--- config.mk ---
export PLATFORM = sky130hd
export DESIGN_NAME = nnp_exec
export DESIGN_NICKNAME = d
export VERILOG_FILES = /design/src/nnp_pkg.sv /design/src/nnp_negate.sv /design/src/nnp_exec.sv
export SDC_FILE = /design/constraint.sdc
export NUM_CORES = 1
export LEC_CHECK = 0
export BUFFER_PORTS_ARGS = -buffer_cell sky130_fd_sc_hd__buf_2
export CORE_UTILIZATION = 46
export CTS_CLUSTER_DIAMETER = 60
export CTS_CLUSTER_SIZE = 12
export DETAILED_ROUTE_END_ITERATION = 10
export PLACE_DENSITY = 0.76
export SLEW_MARGIN = 5
export SYNTH_ARGS = -nofsm -noshare
export SYNTH_HDL_FRONTEND = slang
export SYNTH_SLANG_ARGS = --single-unit
--- constraint.sdc ---
create_clock -name core_clk -period 7.56 [get_ports core_clk]
set_clock_uncertainty 0.2 [all_clocks]
set_input_delay 0.378 -clock core_clk [delete_from_list [all_inputs] [get_ports core_clk]]
set_output_delay 0.378 -clock core_clk [all_outputs]
set_load 0.01 [all_outputs]
--- src/nnp_pkg.sv ---
// Shared constants and types for the negate, no-operation and pop execution block.
// Function
// - Accumulator negate replaces selected accumulator with negation
// - Accumulator negate uses all 40 bits, unsaturated
// - File pop decrements stack pointer by two first
// - Popped stack top word goes to file register
// - Pop destination lies within lower 32K data words
package nnp_pkg;

  localparam int NNP_DATA_W = 16;
  localparam int NNP_ACC_W = 40;
  localparam int NNP_BYTE_W = 8;
  localparam int NNP_FLAG_W = 5;

  // Stack pointer moves by one word, which is two byte addresses.
  localparam logic [15:0] NNP_SP_STEP = 16'h0002;
  // File register addresses are word aligned byte addresses below 64K bytes.
  localparam logic [15:0] NNP_FILE_ADDR_MASK = 16'hFFFE;

  // Positions of the flags in the flag bus.
  localparam int NNP_FLAG_C = 0;
  localparam int NNP_FLAG_Z = 1;
  localparam int NNP_FLAG_OV = 2;
  localparam int NNP_FLAG_N = 3;
  localparam int NNP_FLAG_DC = 4;

  // Reset values.
  localparam logic [15:0] NNP_RST_WORD = 16'h0000;
  localparam logic [39:0] NNP_RST_ACC = 40'h00_0000_0000;
  localparam logic [4:0] NNP_RST_FLAGS = 5'h00;

  typedef enum logic [2:0] {
    NNP_OP_NOP = 3'b000,
    NNP_OP_NOPR = 3'b001,
    NNP_OP_NEG_W = 3'b010,
    NNP_OP_NEG_ACC = 3'b011,
    NNP_OP_POP_F = 3'b100,
    NNP_OP_POP_W = 3'b101
  } nnp_op_e;

  typedef enum logic [1:0] {
    NNP_ST_IDLE = 2'b00,
    NNP_ST_READ = 2'b01,
    NNP_ST_WAIT = 2'b10
  } nnp_state_e;

endpackage : nnp_pkg

--- src/nnp_negate.sv ---
// Two's complement negation of a word with the arithmetic flags of 0 minus value.
`timescale 1ns/100ps
module nnp_negate #(
  parameter int WIDTH = 16
) (
  input wire logic [WIDTH-1:0] val, // Operand to negate.
  output logic [WIDTH-1:0] res, // Negated operand.
  output logic c_flag, // No borrow: set only when the operand is zero.
  output logic dc_flag, // No borrow out of the low nibble.
  output logic n_flag, // Result sign bit.
  output logic ov_flag, // Signed overflow: operand was the most negative value.
  output logic z_flag // Result is zero.
);

  // The half carry flag looks at the low nibble, so narrower words cannot be served.
  if (WIDTH < 5) begin : g_width_check
    $error("nnp_negate needs at least five bits");
  end

  // Subtracting from zero borrows unless the operand is zero, so C and DC test for zero.
  assign res = WIDTH'(~val + 1'b1);
  assign c_flag = (val == '0);
  assign dc_flag = (val[3:0] == 4'h0);
  assign n_flag = res[WIDTH-1];
  assign ov_flag = val[WIDTH-1] & res[WIDTH-1];
  assign z_flag = (res == '0);

endmodule // nnp_negate

--- src/nnp_exec.sv ---
// Execution unit for the negate, no-operation and stack pop instruction group.
`timescale 1ns/100ps
module nnp_exec (
  input wire logic core_clk, // Core clock, 100 MHz.
  input wire logic rst, // Synchronous reset, active high.
  input wire logic op_valid, // One-cycle pulse: an instruction is issued.
  input wire nnp_pkg::nnp_op_e op_code, // Instruction of this group.
  input wire logic byte_mode, // Byte size for register negate.
  input wire logic [nnp_pkg::NNP_DATA_W-1:0] source_working_reg, // Negate operand.
  input wire logic acc_sel_b, // Accumulator select: 0 is A, 1 is B.
  input wire logic [nnp_pkg::NNP_ACC_W-1:0] accumulator_a, // Accumulator A value.
  input wire logic [nnp_pkg::NNP_ACC_W-1:0] accumulator_b, // Accumulator B value.
  input wire logic [nnp_pkg::NNP_DATA_W-1:0] file_addr, // Pop destination byte address.
  input wire logic [nnp_pkg::NNP_DATA_W-1:0] stack_pointer_register, // Stack pointer.
  input wire logic [nnp_pkg::NNP_DATA_W-1:0] mem_rdata, // Data memory read word.
  input wire logic mem_rvalid, // Read data valid pulse.
  output logic busy, // A pop is in progress; new issues are ignored.
  output logic done, // One-cycle pulse when an instruction completes.
  output logic dest_we, // Write pulse to the destination working register.
  output logic dest_byte, // Destination write covers the low byte only.
  output logic [nnp_pkg::NNP_DATA_W-1:0] dest_working_reg, // Destination write data.
  output logic flags_we, // Write pulse for the flag bus.
  output logic [nnp_pkg::NNP_FLAG_W-1:0] flags, // DC, N, OV, Z, C.
  output logic acc_a_we, // Write pulse to accumulator A.
  output logic acc_b_we, // Write pulse to accumulator B.
  output logic [nnp_pkg::NNP_ACC_W-1:0] acc_wdata, // Accumulator write data.
  output logic sp_we, // Write pulse to the stack pointer.
  output logic [nnp_pkg::NNP_DATA_W-1:0] sp_wdata, // New stack pointer.
  output logic mem_re, // Data memory read pulse.
  output logic [nnp_pkg::NNP_DATA_W-1:0] mem_raddr, // Read address, the stack top.
  output logic mem_we, // Data memory write pulse.
  output logic [nnp_pkg::NNP_DATA_W-1:0] mem_waddr, // File register write address.
  output logic [nnp_pkg::NNP_DATA_W-1:0] mem_wdata // Popped stack top word.
);
  import nnp_pkg::*;

  nnp_state_e state_r, state_nxt;
  logic pop_file_r;
  logic [NNP_DATA_W-1:0] faddr_r;
  logic busy_r, done_r, dest_we_r, dest_byte_r, flags_we_r, acc_a_we_r, acc_b_we_r;
  logic sp_we_r, mem_re_r, mem_we_r;
  logic [NNP_DATA_W-1:0] dest_r, sp_r, raddr_r, waddr_r, wdata_r;
  logic [NNP_FLAG_W-1:0] flags_r;
  logic [NNP_ACC_W-1:0] acc_r;

  wire logic [NNP_DATA_W-1:0] neg16;
  wire logic [NNP_BYTE_W-1:0] neg8;
  wire logic [NNP_ACC_W-1:0] neg40;
  wire logic c16, dc16, n16, ov16, z16;
  wire logic c8, dc8, n8, ov8, z8;

  // Word and byte negation share the operand; only the chosen size is written back.
  nnp_negate #(.WIDTH(NNP_DATA_W)) u_neg_word (
    .val(source_working_reg),
    .res(neg16),
    .c_flag(c16),
    .dc_flag(dc16),
    .n_flag(n16),
    .ov_flag(ov16),
    .z_flag(z16)
  );

  nnp_negate #(.WIDTH(NNP_BYTE_W)) u_neg_byte (
    .val(source_working_reg[NNP_BYTE_W-1:0]),
    .res(neg8),
    .c_flag(c8),
    .dc_flag(dc8),
    .n_flag(n8),
    .ov_flag(ov8),
    .z_flag(z8)
  );

  // The accumulator result is kept at full width with no saturation, so a
  // negated most negative value wraps instead of clipping.
  wire logic [NNP_ACC_W-1:0] acc_src = acc_sel_b ? accumulator_b : accumulator_a;
  nnp_negate #(.WIDTH(NNP_ACC_W)) u_neg_acc (
    .val(acc_src),
    .res(neg40),
    .c_flag(),
    .dc_flag(),
    .n_flag(),
    .ov_flag(),
    .z_flag()
  );

  // Issue decode; an issue while a pop runs is dropped.
  wire logic issue = op_valid & (state_r == NNP_ST_IDLE);
  wire logic do_neg_w = issue & (op_code == NNP_OP_NEG_W);
  wire logic do_neg_acc = issue & (op_code == NNP_OP_NEG_ACC);
  wire logic do_nop = issue & ((op_code == NNP_OP_NOP) | (op_code == NNP_OP_NOPR));
  wire logic do_pop = issue & ((op_code == NNP_OP_POP_F) | (op_code == NNP_OP_POP_W));
  wire logic pop_end = (state_r == NNP_ST_WAIT) & mem_rvalid;

  // Pre-decremented stack pointer; it becomes the read address of the stack top.
  wire logic [NNP_DATA_W-1:0] sp_dec = NNP_DATA_W'(stack_pointer_register - NNP_SP_STEP);

  // Word aligned destination; a 16-bit byte address spans the lower 32K words.
  wire logic [NNP_DATA_W-1:0] faddr_al = file_addr & NNP_FILE_ADDR_MASK;

  // Flag set for the chosen operand size, packed in flag bus order.
  wire logic [NNP_FLAG_W-1:0] neg_flags = byte_mode ?
    {dc8, n8, ov8, z8, c8} : {dc16, n16, ov16, z16, c16};
  wire logic [NNP_DATA_W-1:0] neg_res = byte_mode ? {8'h00, neg8} : neg16;

  // Pop sequence: decrement, then read the new stack top, then wait for the word.
  always_comb begin
    state_nxt = state_r;
    case (state_r)
      NNP_ST_IDLE: begin
        if (do_pop) begin
          state_nxt = NNP_ST_READ;
        end
      end
      NNP_ST_READ: begin
        state_nxt = NNP_ST_WAIT;
      end
      NNP_ST_WAIT: begin
        if (mem_rvalid) begin
          state_nxt = NNP_ST_IDLE;
        end
      end
      default: begin
        state_nxt = NNP_ST_IDLE;
      end
    endcase
  end

  // State and captured pop operands.
  always_ff @(posedge core_clk) begin
    if (rst) begin
      state_r <= NNP_ST_IDLE;
      pop_file_r <= 1'b0;
      faddr_r <= NNP_RST_WORD;
      sp_r <= NNP_RST_WORD;
    end else begin
      state_r <= state_nxt;
      if (do_pop) begin
        pop_file_r <= (op_code == NNP_OP_POP_F);
        faddr_r <= faddr_al;
        sp_r <= sp_dec;
      end
    end
  end

  // Stack pointer write lands one cycle before the memory read is issued.
  always_ff @(posedge core_clk) begin
    if (rst) begin
      sp_we_r <= 1'b0;
      mem_re_r <= 1'b0;
      raddr_r <= NNP_RST_WORD;
    end else begin
      sp_we_r <= do_pop;
      mem_re_r <= (state_r == NNP_ST_READ);
      if (state_r == NNP_ST_READ) begin
        raddr_r <= sp_r;
      end
    end
  end

  // Popped word goes to the file register or to the destination working register.
  always_ff @(posedge core_clk) begin
    if (rst) begin
      mem_we_r <= 1'b0;
      waddr_r <= NNP_RST_WORD;
      wdata_r <= NNP_RST_WORD;
    end else begin
      mem_we_r <= pop_end & pop_file_r;
      if (pop_end & pop_file_r) begin
        waddr_r <= faddr_r;
        wdata_r <= mem_rdata;
      end
    end
  end

  // Working register and flag writes from negate or register pop.
  always_ff @(posedge core_clk) begin
    if (rst) begin
      dest_we_r <= 1'b0;
      dest_byte_r <= 1'b0;
      dest_r <= NNP_RST_WORD;
      flags_we_r <= 1'b0;
      flags_r <= NNP_RST_FLAGS;
    end else begin
      dest_we_r <= do_neg_w | (pop_end & ~pop_file_r);
      flags_we_r <= do_neg_w;
      if (do_neg_w) begin
        dest_byte_r <= byte_mode;
        dest_r <= neg_res;
        flags_r <= neg_flags;
      end else if (pop_end & ~pop_file_r) begin
        dest_byte_r <= 1'b0;
        dest_r <= mem_rdata;
      end
    end
  end

  // Accumulator write back and completion.
  always_ff @(posedge core_clk) begin
    if (rst) begin
      acc_a_we_r <= 1'b0;
      acc_b_we_r <= 1'b0;
      acc_r <= NNP_RST_ACC;
      done_r <= 1'b0;
      busy_r <= 1'b0;
    end else begin
      acc_a_we_r <= do_neg_acc & ~acc_sel_b;
      acc_b_we_r <= do_neg_acc & acc_sel_b;
      if (do_neg_acc) begin
        acc_r <= neg40;
      end
      done_r <= do_neg_w | do_neg_acc | do_nop | pop_end;
      busy_r <= (state_nxt != NNP_ST_IDLE);
    end
  end

  assign busy = busy_r;
  assign done = done_r;
  assign dest_we = dest_we_r;
  assign dest_byte = dest_byte_r;
  assign dest_working_reg = dest_r;
  assign flags_we = flags_we_r;
  assign flags = flags_r;
  assign acc_a_we = acc_a_we_r;
  assign acc_b_we = acc_b_we_r;
  assign acc_wdata = acc_r;
  assign sp_we = sp_we_r;
  assign sp_wdata = sp_r;
  assign mem_re = mem_re_r;
  assign mem_raddr = raddr_r;
  assign mem_we = mem_we_r;
  assign mem_waddr = waddr_r;
  assign mem_wdata = wdata_r;

endmodule // nnp_exec

Word-level counts from Yosys, hierarchy flattened
Cells that the tools add are included.
- register bits: 152
- input bits: 153
- output and inout bits: 135
- $add $sub $neg: 4
- equality and inequality tests: 7
- mux-type cells: 10
- bitwise gates (word level): 23
- reductions and logical operators: 9
- operators by type and width (operator ; number):
    $mux 16 ; 3
    $add 40x1->40 const B ; 1
    $mux 40 ; 1
    $not 40->40 ; 1
    $logic_not 16->1 ; 2
    $add 16x1->16 const B ; 1
    $logic_not 8->1 ; 2
    $not 16->16 ; 1
    $sub 16x2->16 const B ; 1
    $and 1x1->1 ; 12
    $add 8x1->8 const B ; 1
    $not 8->8 ; 1
    $eq 3x2->1 const B ; 2
    $eq 3x3->1 const B ; 2
    $or 1x1->1 ; 6
    $pmux 2 s3 ; 1
    $logic_not 4->1 ; 1
    $mux 2 ; 2
    $mux 4 ; 1
    $reduce_bool 2->1 ; 2
    $eq 3x1->1 const B ; 1
    $logic_not 3->1 ; 1
    $eq 2x1->1 const B ; 1
    $eq 2x2->1 const B ; 1
    other kinds (3) ; 5

Depth between registers and ports, before layout
Gate-level depths: netlist of the first run.
- depth in word-level cells: 6
- depth in mapped cells: 14
- mapped depth without buffers: 8

Cells and area by module
Synthesis of the first run repeated with hierarchy kept, for this count alone.
- cells, all modules: 1004
- area, all modules: 8270.4 um2
- modules (own cells, without submodules) (module ; instances ; cells each ; area an instance (um2) ; sequential area each (um2)):
    nnp_exec ; 1 ; 731 ; 6366.1 ; 3042.9
    nnp_negate (u_neg_acc) ; 1 ; 174 ; 1182.4 ; 0.0
    nnp_negate (u_neg_word) ; 1 ; 71 ; 519.2 ; 0.0
    nnp_negate (u_neg_byte) ; 1 ; 28 ; 202.7 ; 0.0

Least setup slack after synthesis of the first run
OpenSTA, ideal clock, no wires.
- path kind: input -> register
- start: input port acc_sel_b
- end: register acc_r[38] (netlist: acc_wdata[38])
- library setup time: 0.079 ns
- arrival: 2.868 ns
- path slack: 4.412 ns
- cell stages on the path: 14
- path buffers: 7
- cell sequence: buf_6 buf_6 buf_6 buf_4 buf_2 buf_2 mux2i_1 ha_1 o2111ai_1 nor4_2 buf_4 nand4_1 xor2_1 a211oi_2
- cells in the longest elaborated chain, start to end: 3
- ends and longest elaborated chain (what ; RTL line ; text):
    from (decl) ; nnp_exec.sv:10 ; input wire logic acc_sel_b,
    $mux 40 ; nnp_exec.sv:75 ; wire logic [NNP_ACC_W-1:0] acc_src = acc_sel_b ? accumulator_b : accumulator_a;
    $not 40->40 ; nnp_negate.sv:21 ; assign res = WIDTH'(~val + 1'b1);
    $add 40x1->40 ; nnp_negate.sv:21 ;
    to (signal assigned) ; nnp_exec.sv:209 ; acc_r <= neg40;
    to (decl) ; nnp_exec.sv:44 ; logic [NNP_ACC_W-1:0] acc_r;
Every way passes these cells.
A chain may end at the register's enable or synchronous reset.

Final worst setup path of the first run
- start: input port acc_sel_b
- end: register acc_r[26] (netlist: acc_wdata[26])
The elaborated chain is that of the path after synthesis.

==> impl_metrics.py, run 1 <==
metrics = {
    "status": {
        "outcome": "completed",
    },
    "cells_and_area": {
        "antenna-diode-count": 0,
        "multi_input_area_um2": 4224,
        "largest_register_ff_count": 40,
        "nNetsFinal": 1368,
        "fin_util_pct": 61.90,
        "final_cell_mix": "buf_2, nand2_1, dfxtp_1",
        "final_common_cell": "buf_2",
        "stdcell_area_um2": 9905,
        "area_delta_synth_final_pct": 30.58,
        "fill_cells": 1473,
        "seqCellArea_um2": 3043,
        "layout-drive-gt1-share_pct": 28.89,
    },
    "clock_tree": {
        "clk_latency_ns": 0.42,
        "htreeDepth": 4,
        "clk_pin_slew_ns": 0.06,
        "cts_inserted_buffers": 17,
        "clock-sinks": 152,
        "cts.path.max_buffers": 2,
        "hold_buffers": 29,
        "cts_resized": 0,
        "cts_tree": "built",
        "cts_root_buffer": "clkbuf_16",
        "post_cts_buffers": 0,
    },
    "routing": {
        "ant_nets": 0,
        "wire_per_inst_um": 15.39,
        "first_pass_iters": 5,
        "drt_iter0_markers": 323,
        "routed_wirelength_mm": 22.13,
        "vias_per_cell": 5.359,
        "vias": 7706,
        "drc": 0,
    },
    "logic_synthesis": {
        "ys_warn_count": 0,
        "syn_area_per_cell_um2": 8.103,
        "postSynthCellCount": 936,
        "synth_edf_count": 0,
        "synth_nets": 1095,
        "synthArstFlopShare_pct": 0,
        "ys.flop_type": "dfxtp_1",
        "yosysSeqAreaShare_pct": 40.12,
        "yosys.cell_types.count": 66,
        "synth.cell_area_um2": 7585,
        "synth_seq_cells": 152,
    },
    "setup_path": {
        "slowest_delay_ns": 0.89,
        "end_kind": "flop",
        "r2r_slack_ns": 5.30,
        "worstReg2RegEnd": "acc_wdata[8]",
        "rr_startpoint": "state_r[0]",
        "critPathRequiredTime_ns": 7.69,
        "critPathTopFamily": "buffers and inverters",
        "ff2ff_path_depth": 6,
        "cp_max_fo": 51,
        "worstSetupPathType": "primary input to flop",
        "arrival_ns": 3.56,
        "worstPathCellList": "buf_4, buf_4, mux2i_2, o2111ai_1, nor4_2, o2111ai_1, xor2_1, a211oi_1",
        "cp_num_buf_inv": 2,
        "start_kind": "primary input",
        "cpMaxStageDelayCell": "nor4_2",
    },
    "timing": {
        "hold_viol_final": 0,
        "hold_ws_ns": 0.02318,
        "timing.fmax_ghz": 0.2917,
        "drv_slew": 0,
        "period_needed_ns": 3.428,
        "rsz0062_at_grt": "false",
        "worstMarginPinSlew_ns": 1.117,
        "slew_headroom_pct": 24.95,
        "finalSetupViolations": 0,
        "fin_crit_sh_pct": 45.34,
        "setup_tns_ns": 0,
    },
    "global_route": {
        "grt_max_degree": 89,
        "grt_pass1_vias": 7111,
        "grt_pass1_wl_mm": 34.09,
        "antenna_found_initial": 0,
        "grt_overflow": 0,
        "grt_usage_pct": 25.73,
    },
    "floorplanning": {
        "ioPinCount": 288,
        "start_util_pct": 47.40,
        "fp.dieW_um": 130.4,
        "core-area_um2": 16000,
        "die-area_um2": 17010,
        "fp.dieH_um": 130.4,
        "rows": 46,
    },
    "placed_design": {
        "port_buffers": 285,
        "gp_congestion": 0.8962,
        "dpl_cell_area_um2": 9051,
        "dp_hpwl_mm": 15.53,
    },
    "worst_hold_path": {
        "worstHoldStart": "mem_rdata[5]",
        "min_path_cells": 3,
        "worstHoldEndpoint": "mem_wdata[5]",
        "hp-class": "primary input to flop",
    },
    "flow_run": {
        "maxCapViolCount": 0,
    },
    "power_and_ir_drop": {
        "power_density_nw_per_um2": 190.1,
        "power_leakage_nw": 4.066,
        "peakVddDrop_v": 0.0001520,
    },
}
worst max path at each step:
stage / end / cells after the start / slack [ns] / startpoint
after detailed placement: acc_wdata[26] / 8 / 3.75 / acc_sel_b
final: acc_wdata[26] / 8 / 4.13 / acc_sel_b
after CTS: acc_wdata[26] / 8 / 4.12 / acc_sel_b
after floorplan: acc_wdata[38] / 14 / 4.41 / acc_sel_b
after global placement: acc_wdata[26] / 8 / 3.73 / acc_sel_b
after global routing: acc_wdata[26] / 8 / 3.86 / acc_sel_b
metal layers:
metal | GRT usage [%] | vias up | share of wire [%]
met5 | 0 | - | 0
met4 | 13.86 | 0 | 4.1
met3 | 8.103 | 68 | 8.2
met2 | 43.59 | 303 | 48
met1 | 28.89 | 3479 | 40
li1 | - | 3856 | -
through the flow:
step | worst slack, ns | std cells | total power [W]
CTS | 4.119 | 1438 | 0.001900
finish | 4.132 | 1438 | 0.001883
global route | 3.860 | 1438 | 0.001962
floorplan | 4.412 | 936 | 0.0009781
detailed placement | 3.750 | 1377 | 0.001072
global placement | 3.729 | 1377 | 0.001067
worst min-delay path: cells and delay by family:
family	cells	cell delay [ns]
buffers and inverters	1	0.11
and+or+nand+nor	1	0.05
AOI/OAI and AO/OA	1	0.05
cells in the mapped netlist (all sizes together), types with 6 or more instances:
cell	count	area share (%)
nor3b	14	1.5
xnor2	25	2.9
a311oi	11	1.3
a211oi	51	5.3
a21oi	92	6.1
nand3	17	1.1
nor3	27	1.8
o21ai	8	0.53
xor2	27	3.1
mux2i	35	5.0
mux2	6	0.89
or3	7	0.58
nand2	183	9.1
clkbuf	48	2.4
buf	20	1.7
dfxtp	152	40
nor4	19	2.2
nor4b	9	1.4
inv	6	0.30
ha	6	0.99
nor2	111	5.5
logic make-up after synthesis:
| kind of cell | synth area share (%) |
|---|---|
| AOI/OAI and AO/OA | 16.51 |
| xor gates and xnor gates | 6.005 |
| adders and majority gates | 0.9897 |
| buffers and inverters | 4.372 |
| DFF | 40.12 |
| muxes | 5.889 |
| other | 0.04944 |
| and+or+nand+nor | 26.06 |
where the power goes:
| group | switching, W | internal, W |
|---|---|---|
| clock | 0.000348 | 0.000467 |
| sequential | 0.0000113 | 0.000821 |
| combinational | 0.000133 | 0.000103 |
cell type report:
type | instances | area share, %
multi-input cells | 710 | 42.65
flip-flops and latches | 152 | 30.72
repair buffers | 322 | 17.99
clock buffers | 21 | 4.548
well taps | 216 | 2.729
clock inverters | 11 | 1.137
inverters | 6 | 0.2274
(Power assumes the default switching activity.)
==> run 2: changes to the inputs <==
--- a/config.mk
+++ b/config.mk
@@ -6,11 +6,11 @@
 export NUM_CORES = 1
 export LEC_CHECK = 0
 export BUFFER_PORTS_ARGS = -buffer_cell sky130_fd_sc_hd__buf_2
-export CORE_UTILIZATION = 46
+export CORE_UTILIZATION = 45
 export CTS_CLUSTER_DIAMETER = 60
 export CTS_CLUSTER_SIZE = 12
 export DETAILED_ROUTE_END_ITERATION = 10
-export PLACE_DENSITY = 0.76
+export PLACE_DENSITY = 0.77
 export SLEW_MARGIN = 5
 export SYNTH_ARGS = -nofsm -noshare
 export SYNTH_HDL_FRONTEND = slang
==> constraint.sdc (replaced) <==
create_clock -name core_clk -period 2.8 [get_ports core_clk]
set_clock_uncertainty 0.2 [all_clocks]
set_input_delay 0.14 -clock core_clk [delete_from_list [all_inputs] [get_ports core_clk]]
set_output_delay 0.14 -clock core_clk [all_outputs]
set_load 0.01 [all_outputs]
==> impl_metrics.py, run 2 (synthesis gave the netlist of run 1 again) <==
metrics = {
    "timing": {
        "setup_ws_ns": 0.1603,
        "rsz0062_at_grt": "false",
        "fin_crit_sh_pct": 94.27,
        "timing.fmax_ghz": 0.3788,
        "worstMarginPinSlew_ns": 0.8431,
        "slew_headroom_pct": 43.79,
        "period_needed_ns": 2.640,
        "setup_tns_ns": 0,
        "drv_slew": 0,
        "hold_viol_final": 0,
        "finalSetupViolations": 0,
    },
    "global_route": {
        "grt_overflow": 0,
        "grt_pass1_vias": 7816,
        "grt_max_degree": 56,
        "grt_pass1_wl_mm": 37.96,
        "antenna_found_initial": 0,
        "grt_usage_pct": 27.02,
    },
    "flow_run": {
        "maxCapViolCount": 0,
    },
    "setup_path": {
        "rr_startpoint": "state_r[0]",
        "cp_max_fo": 5,
        "arrival_ns": 2.78,
        "start_kind": "primary input",
        "ff2ff_path_depth": 6,
        "crit_start": "stack_pointer_register[7]",
        "r2r_slack_ns": 0.30,
        "worstReg2RegEnd": "sp_wdata[4]",
        "worstSetupPathType": "primary input to flop",
        "critPathRequiredTime_ns": 2.94,
        "end_kind": "flop",
    },
    "clock_tree": {
        "clk_latency_ns": 0.42,
        "post_cts_buffers": 0,
        "cts_tree": "built",
        "cts.path.max_buffers": 2,
        "clk_pin_slew_ns": 0.07,
        "cts_root_buffer": "clkbuf_16",
        "cts_inserted_buffers": 17,
        "htreeDepth": 4,
        "clock-sinks": 152,
    },
    "power_and_ir_drop": {
        "peakVddDrop_v": 0.0004295,
        "power_switching_w": 0.001432,
        "combPwrFrac_pct": 14.3,
        "swShare_pct": 26.15,
        "internal-power_w": 0.004044,
        "power_leakage_nw": 4.579,
        "clockPowerShare_pct": 44.6,
        "seq_power_share_pct": 41.0,
        "power_density_nw_per_um2": 495.0,
    },
    "routing": {
        "drt_iter0_markers": 384,
        "routed_wirelength_mm": 23.93,
        "drt-met1-wl_mm": 9.957,
        "ant_nets": 0,
        "first_pass_iters": 5,
        "routed.top_layer": "met4",
        "drc": 0,
        "wire_per_inst_um": 15.48,
        "vias": 8214,
        "met2_length_mm": 11.90,
        "wl_met3_mm": 1.301,
        "vias_per_cell": 5.313,
    },
    "floorplanning": {
        "rows": 47,
        "core-area_um2": 16520,
        "start_util_pct": 45.90,
        "ioPinCount": 288,
        "fp.dieH_um": 131.8,
        "fp.dieW_um": 131.8,
        "die-area_um2": 17380,
    },
    "placed_design": {
        "pre_cts_ws_ns": 0.2165,
        "dpl_cell_area_um2": 9285,
        "port_buffers": 285,
        "gp_congestion": 0.9129,
        "dp_hpwl_mm": 16.30,
    },
    "cells_and_area": {
        "antenna-diode-count": 0,
        "layout-drive-gt1-share_pct": 28.36,
        "largest_register_ff_count": 40,
        "area_delta_synth_final_pct": 45.84,
        "stdcell_area_um2": 11060,
        "final_common_cell": "buf_2",
        "final_cell_mix": "buf_2, nand2_1, dfxtp_1",
        "nNetsFinal": 1472,
    },
    "worst_hold_path": {
        "hp-class": "primary input to flop",
        "min_path_cells": 5,
        "worstHoldStart": "source_working_reg[15]",
        "worstHoldEndpoint": "dest_working_reg[15]",
    },
    "status": {
        "outcome": "completed",
    },
}
[run 2: changes by cell type in the layout (fill, tap and decap cells not counted), sizes merged, moves of 2 or more]
cell         previous run  this run
dlygate4sd3            29       114
buf                   293       312
inv                    10        15
clkbuf                 21        17
clkinv                  5         1
bufinv                  1         3
[run 2: through the flow]
| step | std cells | total power, W | hold WS [ns] | util [%] |
|---|---|---|---|---|
| 4_1_cts | 1546 | 0.005493 | 0.001564 | 66.89 |
| 2_1_floorplan | 936 | 0.002642 | 0.03564 | - |
| 6_report | 1546 | 0.005475 | 0.008063 | 66.94 |
| 3_5_place_dp | 1400 | 0.002923 | 0.1741 | 56.19 |
| 5_1_grt | 1546 | 0.005673 | 0.03605 | 66.94 |
| 3_3_place_gp | 1400 | 0.002913 | 0.1720 | 56.19 |
[run 2: area by class of cell]
type	count	area [µm²]
clock inverters	15	201.4
multi-input cells	710	4232
clock buffers	17	425.4
fillers	1308	5463
well taps	220	275.3
flip-flops and latches	152	3043
inverters	6	22.52
repair buffers	426	2863
[run 2: timing repair]
| action | CTS | global route |
|---|---|---|
| endpoints found under the hold margin | 93 | 0 |
| setup endpoints to repair | 0 | 1 |
| hold buffers | 114 | 0 |
| resized for setup | 0 | 2 |
[run 2: how the worst max path moves through the flow]
| stage | endpoint | slack [ns] | cells past startpoint |
|---|---|---|---|
| floorplan | acc_wdata[38] | 0.01 | 14 |
| global placement | acc_wdata[29] | 0.30 | 9 |
| detailed placement | acc_wdata[29] | 0.22 | 9 |
| CTS | sp_wdata[15] | 0.09 | 8 |
| global route | sp_wdata[15] | 0.04 | 8 |
| finish | sp_wdata[15] | 0.16 | 8 |
[run 2: metal layers]
layer / GRT usage (%) / vias up
met3: 6.113 / 55
met2: 47.50 / 303
met5: 0 / -
li1: - / 4037
met1: 31.22 / 3819
met4: 12.21 / 0
[run 2: power by group through the flow]
stage	clock (W)	sequential, W	combinational [W]
final	0.00244	0.00225	0.000784
after global routing	0.00257	0.00225	0.000847
after global placement	0	0.00229	0.000619
after floorplan	0	0.00231	0.000330
after detailed placement	0	0.00230	0.000627
after CTS	0.00248	0.00225	0.000764
[run 2: critical path, stage by stage]
cell,delay (ns)
dlygate4sd3_1,0.54
buf_2,0.14
or4_1,0.63
nor2_2,0.21
nor4b_2,0.24
xnor2_1,0.10
dlygate4sd3_1,0.57
a211oi_1,0.21
==> run 3: changes to the inputs <==
--- a/config.mk
+++ b/config.mk
@@ -11,6 +11,7 @@
 export CTS_CLUSTER_SIZE = 12
 export DETAILED_ROUTE_END_ITERATION = 10
 export PLACE_DENSITY = 0.77
+export SETUP_SLACK_MARGIN = 0.5
 export SLEW_MARGIN = 5
 export SYNTH_ARGS = -nofsm -noshare
 export SYNTH_HDL_FRONTEND = slang
==> impl_metrics.py, run 3 (synthesis gave the netlist of run 1 again) <==
metrics = {
    "status": {
        "outcome": "completed",
    },
    "floorplanning": {
        "core-area_um2": 16520,
        "rows": 47,
        "ioPinCount": 288,
        "fp.dieH_um": 131.8,
        "start_util_pct": 45.90,
        "fp.dieW_um": 131.8,
        "die-area_um2": 17380,
    },
    "flow_run": {
        "maxCapViolCount": 0,
    },
    "timing": {
        "timing.fmax_ghz": 0.4362,
        "slew_headroom_pct": 41.87,
        "fin_crit_sh_pct": 81.89,
        "rsz0062_at_grt": "true",
        "setup_tns_ns": 0,
        "hold_ws_ns": 0.01760,
        "period_needed_ns": 2.293,
        "drv_slew": 0,
        "setup_ws_ns": 0.5072,
        "finalSetupViolations": 0,
        "hold_viol_final": 0,
        "worstMarginPinSlew_ns": 0.8720,
    },
    "routing": {
        "vias": 8541,
        "vias_per_cell": 5.475,
        "wire_per_inst_um": 16.16,
        "first_pass_iters": 5,
        "drc": 0,
        "drt_iter0_markers": 477,
        "routed_wirelength_mm": 25.22,
        "ant_nets": 0,
    },
    "placed_design": {
        "dp_hpwl_mm": 16.22,
        "port_buffers": 285,
        "pre_cts_ws_ns": 0.1839,
        "gp_congestion": 0.9567,
    },
    "setup_path": {
        "r2r_slack_ns": 0.70,
        "slowest_delay_ns": 0.55,
        "crit_end": "acc_wdata[29]",
        "cp_max_fo": 11,
        "arrival_ns": 2.42,
        "critPathTopFamily": "simple AND/OR/NAND/NOR gates",
        "worstReg2RegEnd": "dest_working_reg[14]",
        "cpMaxStageDelayCell": "dlygate4sd3_1",
        "worstPathCellList": "dlygate4sd3_1, buf_6, nor4_4, o22ai_2, nor4_2, buf_12, nand3b_1, o211a_1, nor4_1",
        "critPathRequiredTime_ns": 2.92,
        "cp_num_buf_inv": 3,
        "ff2ff_path_depth": 5,
        "end_kind": "flop",
        "worstSetupPathType": "primary input to flop",
        "worstSetupPathDepth": 9,
        "rr_startpoint": "state_r[0]",
        "crit_start": "accumulator_a[0]",
        "start_kind": "primary input",
    },
    "cells_and_area": {
        "area_delta_synth_final_pct": 48.27,
        "nNetsFinal": 1486,
        "antenna-diode-count": 0,
        "multi_input_area_um2": 4362,
        "largest_register_ff_count": 40,
        "fill_cells": 1289,
        "final_cell_mix": "buf_2, nand2_1, dfxtp_1",
        "seqCellArea_um2": 3043,
        "layout-drive-gt1-share_pct": 30.07,
        "final_common_cell": "buf_2",
    },
    "clock_tree": {
        "cts_inserted_buffers": 17,
        "htreeDepth": 4,
        "cts_root_buffer": "clkbuf_16",
        "clock-sinks": 152,
        "clk_pin_slew_ns": 0.06,
        "cts_tree": "built",
        "cts.path.max_buffers": 2,
        "clk_latency_ns": 0.42,
    },
    "power_and_ir_drop": {
        "power_leakage_nw": 4.640,
        "power_w": 0.005373,
        "peakVddDrop_v": 0.0003880,
        "power_density_nw_per_um2": 477.8,
    },
    "global_route": {
        "grt_max_degree": 100,
        "grt_overflow": 0,
        "grt_usage_pct": 27.86,
        "antenna_found_initial": 0,
        "grt_pass1_vias": 8111,
        "grt_pass1_wl_mm": 39.24,
    },
    "worst_hold_path": {
        "hp-class": "primary input to flop",
        "worstHoldStart": "accumulator_b[9]",
    },
}
-- run 3: power breakdown --
part | internal (W) | total [W] | switching (W)
sequential | 0.00222 | 0.00225 | 0.0000324
clock | 0.00134 | 0.00232 | 0.000981
combinational | 0.000395 | 0.000809 | 0.000415
total | 0.00395 | 0.00537 | 0.00143
-- run 3: worst min path at each step --
stage / endpoint / slack, ns / depth (start not counted)
after global routing: acc_wdata[39] / 0.03 / 4
after detailed placement: pop_file_r / 0.18 / 2
after global placement: pop_file_r / 0.17 / 2
after CTS: acc_wdata[9] / 0.001 / 4
final: acc_wdata[9] / 0.02 / 4
after floorplan: pop_file_r / 0.04 / 1
-- run 3: cell type report --
| cell class | instances | share of cell area (%) |
|---|---|---|
| clock buffer | 18 | 3.816 |
| multi-input combinational | 710 | 38.78 |
| clock inverter | 14 | 1.424 |
| inverter | 6 | 0.2003 |
| tap | 220 | 2.448 |
| timing repair buffer | 440 | 26.27 |
| sequential | 152 | 27.06 |
-- run 3: routing by layer --
metal	track usage, %	part of all wire [%]
met5	0	0
met4	14.79	4.4
met3	5.652	5.8
met2	48.24	49
met1	32.37	41
-- run 3: repair_timing --
| action | 4_1_cts | 5_1_grt |
|---|---|---|
| endpoints found under the hold margin | 101 | 0 |
| resized for setup | 0 | 26 |
| buffers inserted | 0 | 13 |
| hold buffers | 114 | 0 |
| setup endpoints to repair | 0 | 25 |
-- run 3: metrics by stage --
stage                     utilization [%]  std cells  area (µm²)
final                               68.05       1560       11250
after floorplan                         -        936        7639
after global placement              56.02       1400        9256
after CTS                           66.49       1546       10990
after detailed placement            56.02       1400        9256
after global routing                68.05       1560       11250
-- run 3: worst min-delay path: stages --
cell and delay (ns):
buf_2 0.12, mux2i_1 0.09, xnor2_1 0.17, a211oi_1 0.07
